$ cat config.mk
export PLATFORM = sky130hd
export DESIGN_NAME = rtm_retry_timeout_monitor
export DESIGN_NICKNAME = d
export VERILOG_FILES = /design/src/common/rtm_pkg.sv /design/src/verilog/rtm_retry_timeout_monitor.sv /design/src/verilog/rtm_retry_counter.sv /design/src/verilog/rtm_reg_file.sv
export VERILOG_INCLUDE_DIRS = /design/src /design/src/common
export SDC_FILE = /design/constraint.sdc
export NUM_CORES = 1
export LEC_CHECK = 0
export ABC_CLOCK_PERIOD_IN_PS = 2350
export BUFFER_PORTS_ARGS = -buffer_cell sky130_fd_sc_hd__buf_2
export CAP_MARGIN = 0
export CORE_MARGIN = 4
export CORE_UTILIZATION = 45
export DETAILED_ROUTE_END_ITERATION = 16
export PLACE_DENSITY = 0.6
export SLEW_MARGIN = 5
export SYNTH_ARGS = -nofsm -noshare
export SYNTH_HDL_FRONTEND = slang
export SYNTH_SLANG_ARGS = --single-unit
$ cat constraint.sdc
create_clock -name core_clk -period 2.35 [get_ports core_clk]
set_input_delay 0.1175 -clock core_clk [delete_from_list [all_inputs] [get_ports core_clk]]
set_output_delay 0.1175 -clock core_clk [all_outputs]
set_load 0.01 [all_outputs]
$ cat src/common/rtm_regs.svh
// register map and timing constants of the retry timeout monitor
// Summary of operation
// - retry not reissued within 2^15 clocks sets that target's expiry flag
// - host-side retry counter runs only while control bit 7 is one; resets to one
// - card-side retry counters run only while control bit 6 is one; resets to one
// - card target B expiry shows in bit 5, reset zero
// - card target A expiry shows in bit 3, reset zero
// - host-side target expiry shows in bit 1, reset zero
// - writing one clears an expiry flag; writing zero leaves it
// - bits 4, 2 and 0 of the status register read zero
// - register sits at offset 0x90, reset value 0xC0; use function 0 only
`ifndef RTM_REGS_SVH
`define RTM_REGS_SVH
`define RTM_ADDR_W         8
`define RTM_OFS_STATUS     8'h90
`define RTM_OFS_IRQ_STAT   8'hA0
`define RTM_OFS_IRQ_MASK   8'hA4
`define RTM_STATUS_RESET   8'hC0
`define RTM_BIT_HOST_EN    7
`define RTM_BIT_CARD_EN    6
`define RTM_BIT_CARD_B     5
`define RTM_BIT_CARD_A     3
`define RTM_BIT_HOST       1
`define RTM_FLAG_MASK      8'h2A
`define RTM_EN_MASK        8'hC0
`define RTM_EXPIRY_LOG2    15
`endif

$ cat src/common/rtm_pkg.sv
// types shared by the retry timeout monitor
package rtm_pkg;
  typedef enum logic [1:0]
  {
    RTM_CNT_IDLE    = 2'b00,
    RTM_CNT_WAITING = 2'b01,
    RTM_CNT_EXPIRED = 2'b10
  } rtm_cnt_state_t;
endpackage : rtm_pkg

$ cat src/verilog/rtm_retry_timeout_monitor.sv
// top of the retry timeout monitor: three target counters and the register file
`timescale 1ns/10ps
`include "rtm_regs.svh"
module rtm_retry_timeout_monitor
  import rtm_pkg::*;
#(
  parameter int CNT_W = `RTM_EXPIRY_LOG2
)
(
  // clock and reset
  input  wire logic                   core_clk,
  input  wire logic                   resetn,
  // register port
  input  wire logic [`RTM_ADDR_W-1:0] reg_addr,
  input  wire logic [7:0]             reg_wdata,
  input  wire logic                   reg_wr,
  input  wire logic                   reg_rd,
  output logic      [7:0]             reg_rdata,
  // master-side retry events, same clock domain
  input  wire logic                   host_retry,
  input  wire logic                   host_reissue,
  input  wire logic                   card_a_retry,
  input  wire logic                   card_a_reissue,
  input  wire logic                   card_b_retry,
  input  wire logic                   card_b_reissue,
  // status out
  output logic                        host_retry_expired,
  output logic                        card_a_retry_expired,
  output logic                        card_b_retry_expired,
  output logic                        irq
);
  logic host_retry_count_en;
  logic card_retry_count_en;
  logic ev_host, ev_card_a, ev_card_b;
  logic [2:0] exp_r, exp_nxt;

  rtm_retry_counter #(.CNT_W(CNT_W)) u_host
  (
    .core_clk     (core_clk),
    .resetn       (resetn),
    .count_en     (host_retry_count_en),
    .retry_seen   (host_retry),
    .reissue      (host_reissue),
    .expire_pulse (ev_host)
  );

  rtm_retry_counter #(.CNT_W(CNT_W)) u_card_a
  (
    .core_clk     (core_clk),
    .resetn       (resetn),
    .count_en     (card_retry_count_en),
    .retry_seen   (card_a_retry),
    .reissue      (card_a_reissue),
    .expire_pulse (ev_card_a)
  );

  rtm_retry_counter #(.CNT_W(CNT_W)) u_card_b
  (
    .core_clk     (core_clk),
    .resetn       (resetn),
    .count_en     (card_retry_count_en),
    .retry_seen   (card_b_retry),
    .reissue      (card_b_reissue),
    .expire_pulse (ev_card_b)
  );

  rtm_reg_file u_regs
  (
    .core_clk            (core_clk),
    .resetn              (resetn),
    .reg_addr            (reg_addr),
    .reg_wdata           (reg_wdata),
    .reg_wr              (reg_wr),
    .reg_rd              (reg_rd),
    .reg_rdata           (reg_rdata),
    .ev_host             (ev_host),
    .ev_card_a           (ev_card_a),
    .ev_card_b           (ev_card_b),
    .host_retry_count_en (host_retry_count_en),
    .card_retry_count_en (card_retry_count_en),
    .irq                 (irq)
  );

  // mirror of the sticky flags for pins; cleared by the same write
  always_comb
  begin
    exp_nxt = exp_r;
    if (reg_wr && reg_addr == `RTM_OFS_STATUS)
      exp_nxt = exp_r & ~{reg_wdata[`RTM_BIT_CARD_B], reg_wdata[`RTM_BIT_CARD_A], reg_wdata[`RTM_BIT_HOST]};
    exp_nxt = exp_nxt | {ev_card_b, ev_card_a, ev_host};
  end

  always_ff @(posedge core_clk)
  begin
    if (!resetn)
      exp_r <= 3'h0;
    else
      exp_r <= exp_nxt;
  end

  assign host_retry_expired   = exp_r[0];
  assign card_a_retry_expired = exp_r[1];
  assign card_b_retry_expired = exp_r[2];
endmodule : rtm_retry_timeout_monitor

$ cat src/verilog/rtm_retry_counter.sv
// one per-target retry timeout counter
`timescale 1ns/10ps
`include "rtm_regs.svh"
module rtm_retry_counter
  import rtm_pkg::*;
#(
  parameter int CNT_W = `RTM_EXPIRY_LOG2
)
(
  // clock and reset
  input  wire logic core_clk,
  input  wire logic resetn,
  // control
  input  wire logic count_en,
  input  wire logic retry_seen,
  input  wire logic reissue,
  // result
  output logic      expire_pulse
);
  rtm_cnt_state_t   state_r, state_nxt;
  logic [CNT_W-1:0] cnt_r, cnt_nxt;
  localparam logic [CNT_W-1:0] CNT_LAST = {CNT_W{1'b1}};

  always_comb
  begin
    state_nxt    = state_r;
    cnt_nxt      = cnt_r;
    expire_pulse = 1'b0;
    case (state_r)
      RTM_CNT_IDLE:
      begin
        cnt_nxt = '0;
        if (count_en && retry_seen)
          state_nxt = RTM_CNT_WAITING;
      end
      RTM_CNT_WAITING:
      begin
        if (!count_en || reissue)
        begin
          state_nxt = RTM_CNT_IDLE;
          cnt_nxt   = '0;
        end
        else if (cnt_r == CNT_LAST)
        begin
          state_nxt    = RTM_CNT_EXPIRED;
          expire_pulse = 1'b1;
        end
        else
          cnt_nxt = cnt_r + 1'b1;
      end
      RTM_CNT_EXPIRED:
      begin
        // one flag per abandoned request; a new retry rearms at once, a reissue or disable returns to idle
        if (!count_en || reissue || retry_seen)
          state_nxt = retry_seen && count_en ? RTM_CNT_WAITING : RTM_CNT_IDLE;
        cnt_nxt = '0;
      end
      default:
      begin
        state_nxt = RTM_CNT_IDLE;
        cnt_nxt   = '0;
      end
    endcase
  end

  always_ff @(posedge core_clk)
  begin
    if (!resetn)
    begin
      state_r <= RTM_CNT_IDLE;
      cnt_r   <= '0;
    end
    else
    begin
      state_r <= state_nxt;
      cnt_r   <= cnt_nxt;
    end
  end
endmodule : rtm_retry_counter

$ cat src/verilog/rtm_reg_file.sv
// register slave: retry status, interrupt status and mask
`timescale 1ns/10ps
`include "rtm_regs.svh"
module rtm_reg_file
  import rtm_pkg::*;
(
  // clock and reset
  input  wire logic                   core_clk,
  input  wire logic                   resetn,
  // register port
  input  wire logic [`RTM_ADDR_W-1:0] reg_addr,
  input  wire logic [7:0]             reg_wdata,
  input  wire logic                   reg_wr,
  input  wire logic                   reg_rd,
  output logic      [7:0]             reg_rdata,
  // expiry events
  input  wire logic                   ev_host,
  input  wire logic                   ev_card_a,
  input  wire logic                   ev_card_b,
  // control and interrupt
  output logic                        host_retry_count_en,
  output logic                        card_retry_count_en,
  output logic                        irq
);
  logic [7:0] status_r, status_nxt;
  logic [7:0] istat_r, istat_nxt;
  logic [7:0] imask_r, imask_nxt;
  logic [7:0] rdata_r, rdata_nxt;
  logic [7:0] ev_vec;

  function automatic logic [7:0] rtm_w1c(input logic [7:0] cur, input logic [7:0] clr,
                                         input logic [7:0] set);
    rtm_w1c = ((cur & ~clr) | set) & `RTM_FLAG_MASK;
  endfunction : rtm_w1c

  always_comb
  begin
    ev_vec = 8'h00;
    ev_vec[`RTM_BIT_HOST]   = ev_host;
    ev_vec[`RTM_BIT_CARD_A] = ev_card_a;
    ev_vec[`RTM_BIT_CARD_B] = ev_card_b;
  end

  always_comb
  begin
    status_nxt = status_r;
    istat_nxt  = rtm_w1c(istat_r, 8'h00, ev_vec);
    imask_nxt  = imask_r;
    rdata_nxt  = 8'h00;
    if (reg_wr && reg_addr == `RTM_OFS_STATUS)
    begin
      status_nxt[`RTM_BIT_HOST_EN] = reg_wdata[`RTM_BIT_HOST_EN];
      status_nxt[`RTM_BIT_CARD_EN] = reg_wdata[`RTM_BIT_CARD_EN];
    end
    // set beats clear when both land in one cycle
    status_nxt = (status_nxt & ~`RTM_FLAG_MASK)
               | rtm_w1c(status_r, (reg_wr && reg_addr == `RTM_OFS_STATUS) ? reg_wdata : 8'h00, ev_vec);
    if (reg_wr && reg_addr == `RTM_OFS_IRQ_STAT)
      istat_nxt = rtm_w1c(istat_r, reg_wdata, ev_vec);
    if (reg_wr && reg_addr == `RTM_OFS_IRQ_MASK)
      imask_nxt = reg_wdata & `RTM_FLAG_MASK;
    if (reg_rd)
    begin
      case (reg_addr)
        `RTM_OFS_STATUS:   rdata_nxt = status_r & (`RTM_FLAG_MASK | `RTM_EN_MASK);
        `RTM_OFS_IRQ_STAT: rdata_nxt = istat_r;
        `RTM_OFS_IRQ_MASK: rdata_nxt = imask_r;
        default:           rdata_nxt = 8'h00;
      endcase
    end
  end

  always_ff @(posedge core_clk)
  begin
    if (!resetn)
    begin
      status_r <= `RTM_STATUS_RESET;
      istat_r  <= 8'h00;
      imask_r  <= 8'h00;
      rdata_r  <= 8'h00;
    end
    else
    begin
      status_r <= status_nxt;
      istat_r  <= istat_nxt;
      imask_r  <= imask_nxt;
      rdata_r  <= rdata_nxt;
    end
  end

  assign reg_rdata           = rdata_r;
  assign host_retry_count_en = status_r[`RTM_BIT_HOST_EN];
  assign card_retry_count_en = status_r[`RTM_BIT_CARD_EN];
  assign irq                 = |(istat_r & imask_r);
endmodule : rtm_reg_file

## Word level (Yosys, flattened, before mapping)

Cells that the tools add are included.

- Shifts and indexed selects: 0
- Bitwise operators: 16
- Equal/unequal tests: 21
- Div/mod/pow operators: 0
- Magnitude comparators: 0
- Add/sub/neg operators: 3
- Multipliers: 0
- Multiplexer cells: 32
- Reduce and logical (&&, ||, !) cells: 25

Operators by type and width:

| kind | count |
|---|---|
| $add A15 B1 Y15 const B | 3 |
| $eq A15 B15 Y1 const B | 3 |
| $mux W2 | 13 |
| $eq A8 B8 Y1 const B | 3 |
| $pmux W8 S3 | 1 |
| $and A6 B6 Y6 | 3 |
| $or A6 B6 Y6 | 3 |
| $pmux W2 S3 | 3 |
| $mux W1 | 12 |
| $mux W6 | 2 |
| $ne A2 B1 Y1 const B | 6 |
| $not A6 Y6 | 2 |
| $ne A3 B1 Y1 const B | 3 |
| $reduce_and A3 Y1 | 3 |
| $reduce_or A3 Y1 | 3 |
| $or A8 B6 Y8 | 1 |
| $reduce_or A8 Y1 | 1 |
| $eq A2 B1 Y1 const B | 3 |
| $eq A2 B2 Y1 const B | 3 |
| $logic_and A1 B1 Y1 | 6 |
| $logic_not A2 Y1 | 3 |
| $logic_or A1 B1 Y1 | 6 |
| $not A1 Y1 | 4 |
| $and A3 B3 Y3 | 1 |
| 5 further kinds | 6 |

- Latch bits: 0
- Memories kept: 0
- ROM bits: 0
- Output and inout port bits: 12
- Logic and storage cells: 108
- Bits of input ports: 26
- Register bits after elaboration: 79
- RAM bits: 0

## Longest topological paths before layout

Gate-level depths: netlist (run 1).

- Depth in word-level cells: 7
- Depth in mapped cells: 6
- Gate-level depth less buffers: 5

## Hierarchy

Synthesis (run 1) repeated with hierarchy kept, for this count alone.

- Cell total of the unflattened synthesis: 394
- Area total of the unflattened synthesis: 3379.5 um2

By module, submodules not included:

| module | sequential area each (um2) | times used | cells an instance | area an instance (um2) |
|---|---|---|---|---|
| rtm_retry_counter | 340.3 | 3 | 101 | 839.6 |
| rtm_reg_file | 320.3 | 1 | 76 | 724.4 |
| rtm_retry_timeout_monitor | 60.1 | 1 | 15 | 136.4 |

## Worst setup path after synthesis (run 1)

Ideal clock, no wire load.

- Kind: register to register
- From: register u_card_a.cnt_r[0]
- To: register u_card_a.cnt_r[13]
- Required time: 2277 ps
- Library setup time: 73 ps
- Arrival time: 1612 ps
- Period minus slack after synthesis: 1686 ps
- Cell stages (with the launch flop): 7
- Setup slack: 664 ps
- Path buffers: 1
- Cell sequence: dfxtp_1 > ha_1 > nand4_1 > or4_1 > buf_2 > and4_1 > nor3_2

- Cells in the longest elaborated chain, start to end: 1
- Elaborated cells between the ends (all ways): 2
- Classes of those cells: 1 x add/sub; 1 x eq/ne

Ends and longest elaborated chain:

| element | RTL line | source |
|---|---|---|
| from (decl) | rtm_retry_counter.sv:21 | `logic [CNT_W-1:0] cnt_r, cnt_nxt;` |
| from (signal assigned) | rtm_retry_counter.sv:76 | `cnt_r <= cnt_nxt;` |
| $add A15 B1 Y15 or $eq A15 B15 Y1 (tied branches) | rtm_retry_counter.sv:49, rtm_retry_counter.sv:43 |  |

Several ways; a longest one is shown, not always the timed one.
A chain may end at the register's enable or synchronous reset.

## Final worst setup path (run 1)

Ends and elaborated chain as after synthesis.

==> run metrics, run 1 <==
R2R Path Start=u_card_a.cnt_r[0]; Power Dens Cells=601 nW/um^2; post-route cell area=3800 sq um; CTS Buffer Depth=2; Final ANT Viol Nets=0; Critical Path RT=2610 ps; Starting Density=46.0%; WL/cell=~13 um; Yosys reg bits=70; Synth cell types=65; Final HPWL DP=4.93 mm; Final Util=52.7%; Post-synth ARST share=0%; Vert. Die Dim=93.9 um; R2R Setup Slk=~500 ps; DR iter-0 viols=91; CP Capture Type=flip-flop; RR Endpoint=u_card_a.cnt_r[13]; slowest stage cell, crit path=or4_1; Mapped Avg Cell Area=8.81 sq um; pre-CTS WS=508 ps; VDD IR-drop max=~0.34 mV; Final WS setup=just under 500 ps; Pre-antenna DRT Iters=4; fmax=538 MHz; WP data arrival=2120 ps; gate count of the mapped netlist=about 380; Tmin final=1860 ps; first-pass GRT wire length=11.7 mm; clock slew at reported path FFs=roughly 80 ps; worst hold-check path type=in -> reg; Root Buffer=clkbuf_8; prevailing post-synth register cell=dfxtp_1; crit path max fanout=6; Core ar.=7210 sq um; Static Leak=roughly 1.4 nW; Antenna Diode Count=0; WS Path Type=reg -> reg; initial antenna violation count=0; Worst-Margin Slew=between 500 and 600 ps; number of gates resized after cts=0; Die W=93.9 um; P_int=1.76 mW; Synthesis Warnings=0; via count=~2900; Worst Hold Depth=3; final slew viol count=0; PortBufs=31; sequential cell area fraction in the yosys report=42.2%; startpoint types=flip-flop; pin count of the biggest net entering global routing=17; hold_sp=reg_wdata[3]; Final nets=roughly 440; Reg2Reg Depth=5; row count=31; Fillers=709; Worst-Skew Late Latency=340 ps; Reg power frac=52.4%; cells along the critical path=ha_1 -> nand4_1 -> or4_1 -> and4_1 -> nor3_2; P_sw=0.529 mW; Buf/Inv on CP=0; clock power share=43.7%; grt ovf=0; unrepaired setup endpoints after global routing=false; CTS sink count=70; net switching fraction of the power=between 20% and 30%; most common cell after layout, fill and taps aside=dfxtp_1; Top delay family on crit path=simple AND/OR/NAND/NOR gates; Final Hold Slack=37.2 ps; final WL=a little under 7 mm; number of synthesized flops with an enable pin=0; die area=8820 sq um; Sequential cell area=1400 sq um; Fin. Hold Viols=0; Finish-stage setup viols=0; vias in the first global route=2634; post-synthesis instance area=3320 sq um; TritonCTS clock tree=done; Worst Hold Endpoint=u_regs.imask_r[3]; most frequent cells in the layout=70 x dfxtp_1, 35 x nand2_1, 31 x buf_2; clk_skew=10.5 ps; gr usage total=16.3%; Gate power share=3.9%; I/O pin total=38; RePlAce Congestion=0.766; area of the multi-input gates=roughly 1800 sq um; number of remaining DRC errors=0; TNS Setup=0 ps; mean number of vias per cell=5.56; post-placement cell area=3580 sq um; max-cap viol count=0; CTS buffer count=9; max incr delay on CP=700 ps; Slew headroom=63.9%; share of cells above drive strength 1=15.8%; Final period util=79.1%; area grow syn2layout=14.5%; status=finished, final reports clean; CTS HTree Levels=3
[synth_stat cells, drive strengths merged (2+ instances only)]
library cell / instances / share of area [%]
a31o: 2 / 0.53
a211oi: 6 / 1.5
nand4: 10 / 2.1
nand2: 35 / 4.0
a21oi: 23 / 3.5
buf: 11 / 2.0
nand3b: 2 / 0.45
or3: 6 / 1.3
inv: 8 / 0.90
o2111ai: 2 / 0.53
a2bb2oi: 3 / 0.79
nor4: 5 / 1.6
and2: 6 / 1.1
and3: 11 / 2.1
o311ai: 3 / 0.79
nand2b: 7 / 1.3
nor3: 15 / 2.6
or4: 10 / 2.3
a21o: 5 / 1.1
nor2: 29 / 3.4
nor2b: 4 / 0.75
clkbuf: 6 / 0.68
o211ai: 5 / 1.1
o41ai: 4 / 1.1
xnor2: 2 / 0.53
xor2: 4 / 1.1
nor3b: 2 / 0.60
nand3: 16 / 2.6
o31ai: 5 / 1.1
a22o: 2 / 0.53
o21a: 3 / 0.68
ha: 3 / 1.1
or3b: 3 / 0.79
a31oi: 5 / 0.94
a41oi: 2 / 0.53
mux2i: 9 / 2.7
o21ai: 12 / 1.8
dfxtp: 70 / 42
and4: 7 / 1.8
a22oi: 3 / 0.68
[stage by stage]
stage / cells / power [mW]
finish: 518 / 2.29
global placement: 500 / 1.31
detailed placement: 500 / 1.31
global route: 518 / 2.39
floorplan: 379 / 1.28
CTS: 518 / 2.32
[how the worst max path moves through the flow]
stage | from | end | slack [ps] | cells after the start
6_report | u_card_a.cnt_r[0] | u_card_a.cnt_r[13] | 490 | 5
5_1_grt | u_card_a.cnt_r[0] | u_card_a.cnt_r[13] | 390 | 5
3_3_place_gp | u_card_a.cnt_r[0] | u_card_a.cnt_r[13] | 570 | 5
2_1_floorplan | u_card_a.cnt_r[0] | u_card_a.cnt_r[13] | 660 | 6
3_5_place_dp | u_card_a.cnt_r[0] | u_card_a.cnt_r[13] | 510 | 5
4_1_cts | u_card_a.cnt_r[0] | u_card_a.cnt_r[13] | 460 | 5
[power by group through the flow]
stage	Combinational (mW)	Sequential, mW	Clock (mW)
2_1_floorplan	0.0551	1.22	0
6_report	0.0900	1.20	0.999
3_3_place_gp	0.0866	1.23	0
5_1_grt	0.101	1.20	1.09
4_1_cts	0.0908	1.20	1.03
3_5_place_dp	0.0875	1.23	0
[kinds of logic after synthesis]
kind of cell	count (synthesis)	share of synthesized area (%)
adders and majority gates	3	1.13
xor gates and xnor gates	6	1.58
AOI/OAI and AO/OA	93	19.5
DFF	70	42.2
muxes	9	2.71
and+or+nand+nor	170	29.2
buffers and inverters	25	3.62
other	1	0.113
[worst reg2reg max path, stage by stage (launching register included)]
cell and delay, ps:
dfxtp_1 400, ha_1 210, nand4_1 130, or4_1 700, and4_1 250, nor3_2 100
[metal layers]
| layer | wire length [um] | track usage, % |
|---|---|---|
| met5 | 0 | 0 |
| met4 | 68 | 5.05 |
| met3 | 313 | 4.49 |
| met2 | 3080 | 26.7 |
| met1 | 3410 | 20.9 |
[sequential cells by signal, indices dropped and copies added, names as in the netlist, 3 cells and up, named ones only]
signal            count
u_card_b.cnt_r       15
u_regs.status_r       3
exp_r                 3
u_host.cnt_r         15
u_regs.istat_r        3
u_card_a.cnt_r       15
u_regs.reg_rdata      5
u_regs.imask_r        3
[timing repair]
action,in CTS,in global routing
hold endpoints to repair,2,0
hold buffers,2,0
buffers inserted,0,0
[final cells by class]
| class | instances | area share, % |
|---|---|---|
| multi-input cells | 284 | 47.5 |
| flip-flops and latches | 70 | 36.8 |
| inverters | 8 | 0.789 |
| well taps | 99 | 3.26 |
| repair buffers | 41 | 6.18 |
| clock inverters | 6 | 1.81 |
| clock buffers | 10 | 3.62 |
Note: power is estimated with default switching activity, not from simulation.
==> inputs of run 2 (changes only) <==
ABC_CLOCK_PERIOD_IN_PS = 1900   (was 2350)
clock period = 1.9 ns   (was 2.35 ns; I/O delays follow)
==> run metrics, run 2 (synthesis results as in run 1) <==
status=finished, final reports clean; number of gates resized after cts=0; CTS buffer count=9; fmax=561 MHz; Final period util=93.8%; Die W=93.9 um; Worst-Skew Late Latency=340 ps; DR iter-0 viols=99; CTS sink count=70; Core ar.=7210 sq um; vias in the first global route=2769; Finished Layout Cells=525; final slew viol count=0; CTS HTree Levels=3; worst hold-check path type=in -> reg; mean number of vias per cell=about 5.6; TNS Setup=0 ps; number of remaining DRC errors=0; R2R Setup Slk=120 ps; Root Buffer=clkbuf_8; WP data arrival=2050 ps; CP Capture Type=flip-flop; Antenna Diode Count=0; Critical Path RT=2170 ps; Static Leak=around 1.5 nW; DP Cell Count=506; R2R Path Start=u_card_a.cnt_r[1]; Vert. Die Dim=93.9 um; hold_sp=reg_wdata[5]; share of cells above drive strength 1=16.4%; max-cap viol count=0; VDD IR-drop max=0.364 mV; Final HPWL DP=5.09 mm; PortBufs=31; pre-CTS WS=126 ps; clk_skew=9.29 ps; Largest regs=u_card_a.cnt_r (15), u_card_b.cnt_r (15), u_host.cnt_r (15); gr usage total=~17%; RePlAce Congestion=0.766; startpoint types=flip-flop; Tmin final=1780 ps; final WL=7.10 mm; met3 Resource Use GR=4.57%; clock slew at reported path FFs=~80 ps; Final WS setup=118 ps; crit path max fanout=6; Fillers=717; initial antenna violation count=0; first-pass GRT wire length=12.4 mm; met1 track demand over resource=21.6%; Power Dens Cells=723 nW/um^2; TritonCTS clock tree=done; I/O pin total=38; WS Path Type=reg -> reg; Final nets=between 400 and 500; area grow syn2layout=16.0%; pin count of the biggest net entering global routing=20; most common cell after layout, fill and taps aside=dfxtp_1; most frequent cells in the layout=70 x dfxtp_1, 35 x nand2_1, 31 x buf_2; Final ANT Viol Nets=0; row count=31; CTS Buffer Depth=2; Finish-stage setup viols=0; Fin. Hold Viols=0; Overall Power=2.78 mW; unrepaired setup endpoints after global routing=false; Pre-antenna DRT Iters=4; WL/cell=around 14 um; met2 Resource Use GR=between 20% and 30%; Starting Density=between 40% and 50%; global routing's busiest layer=met2; via count=between 2000 and 3000; die area=roughly 8800 sq um; grt ovf=0; worst setup path startpoint=u_card_a.cnt_r[1]
-- run 2: layout make-up --
| type | count | area [sq um] | area share [%] |
|---|---|---|---|
| Clock buffer | 11 | 141 | 3.67 |
| Clock inverter | 4 | 47.5 | 1.23 |
| Inverter | 8 | 30.0 | 0.779 |
| Multi-Input combinational cell | 284 | 1810 | 46.9 |
| Sequential cell | 70 | 1400 | 36.4 |
| Tap cell | 99 | 124 | 3.22 |
| Timing Repair Buffer | 49 | 300 | 7.79 |
-- run 2: repair_timing --
item / 4_1_cts / 5_1_grt
endpoints found under the hold margin: 4 / 0
buffers inserted: 0 / 0
hold buffers: 4 / 0
-- run 2: metrics by stage --
stage	hold slack (ps)	instance area, sq um	utilization, %
floorplan	223	3330	-
global placement	323	3620	50.2
detailed placement	333	3620	50.2
CTS	2.98	3850	53.4
global route	12.6	3850	53.4
finish	25.4	3850	53.4
-- run 2: where the power goes --
group / leakage, nW / total [mW] / internal [mW] / switching (mW)
clock: 0.0952 / 1.18 / 0.631 / 0.551
sequential: 0.565 / 1.48 / 1.47 / 0.00697
combinational: 0.808 / 0.121 / 0.0543 / 0.0668
-- run 2: metal layers --
metal / vias to the layer above / routed length, um
met3: 9 / 336
met5: - / 0
met2: 49 / 3270
met1: 1372 / 3400
li1: 1517 / -
met4: 0 / 91
-- run 2: path summary, 6_finish.rpt --
path | endpoint | cells after the start
setup / recovery | u_card_a.cnt_r[13] | 5
hold / removal | u_regs.imask_r[5] | 3
setup reg to reg | u_card_a.cnt_r[13] | 5
hold reg to reg | exp_r[2] | 1
-- run 2: worst max-delay path, cell delays in order (launching register included) --
cell and delay [ps]:
dfxtp_1 370, ha_1 200, nand4_1 110, or4_1 690, and4_1 250, nor3_2 100
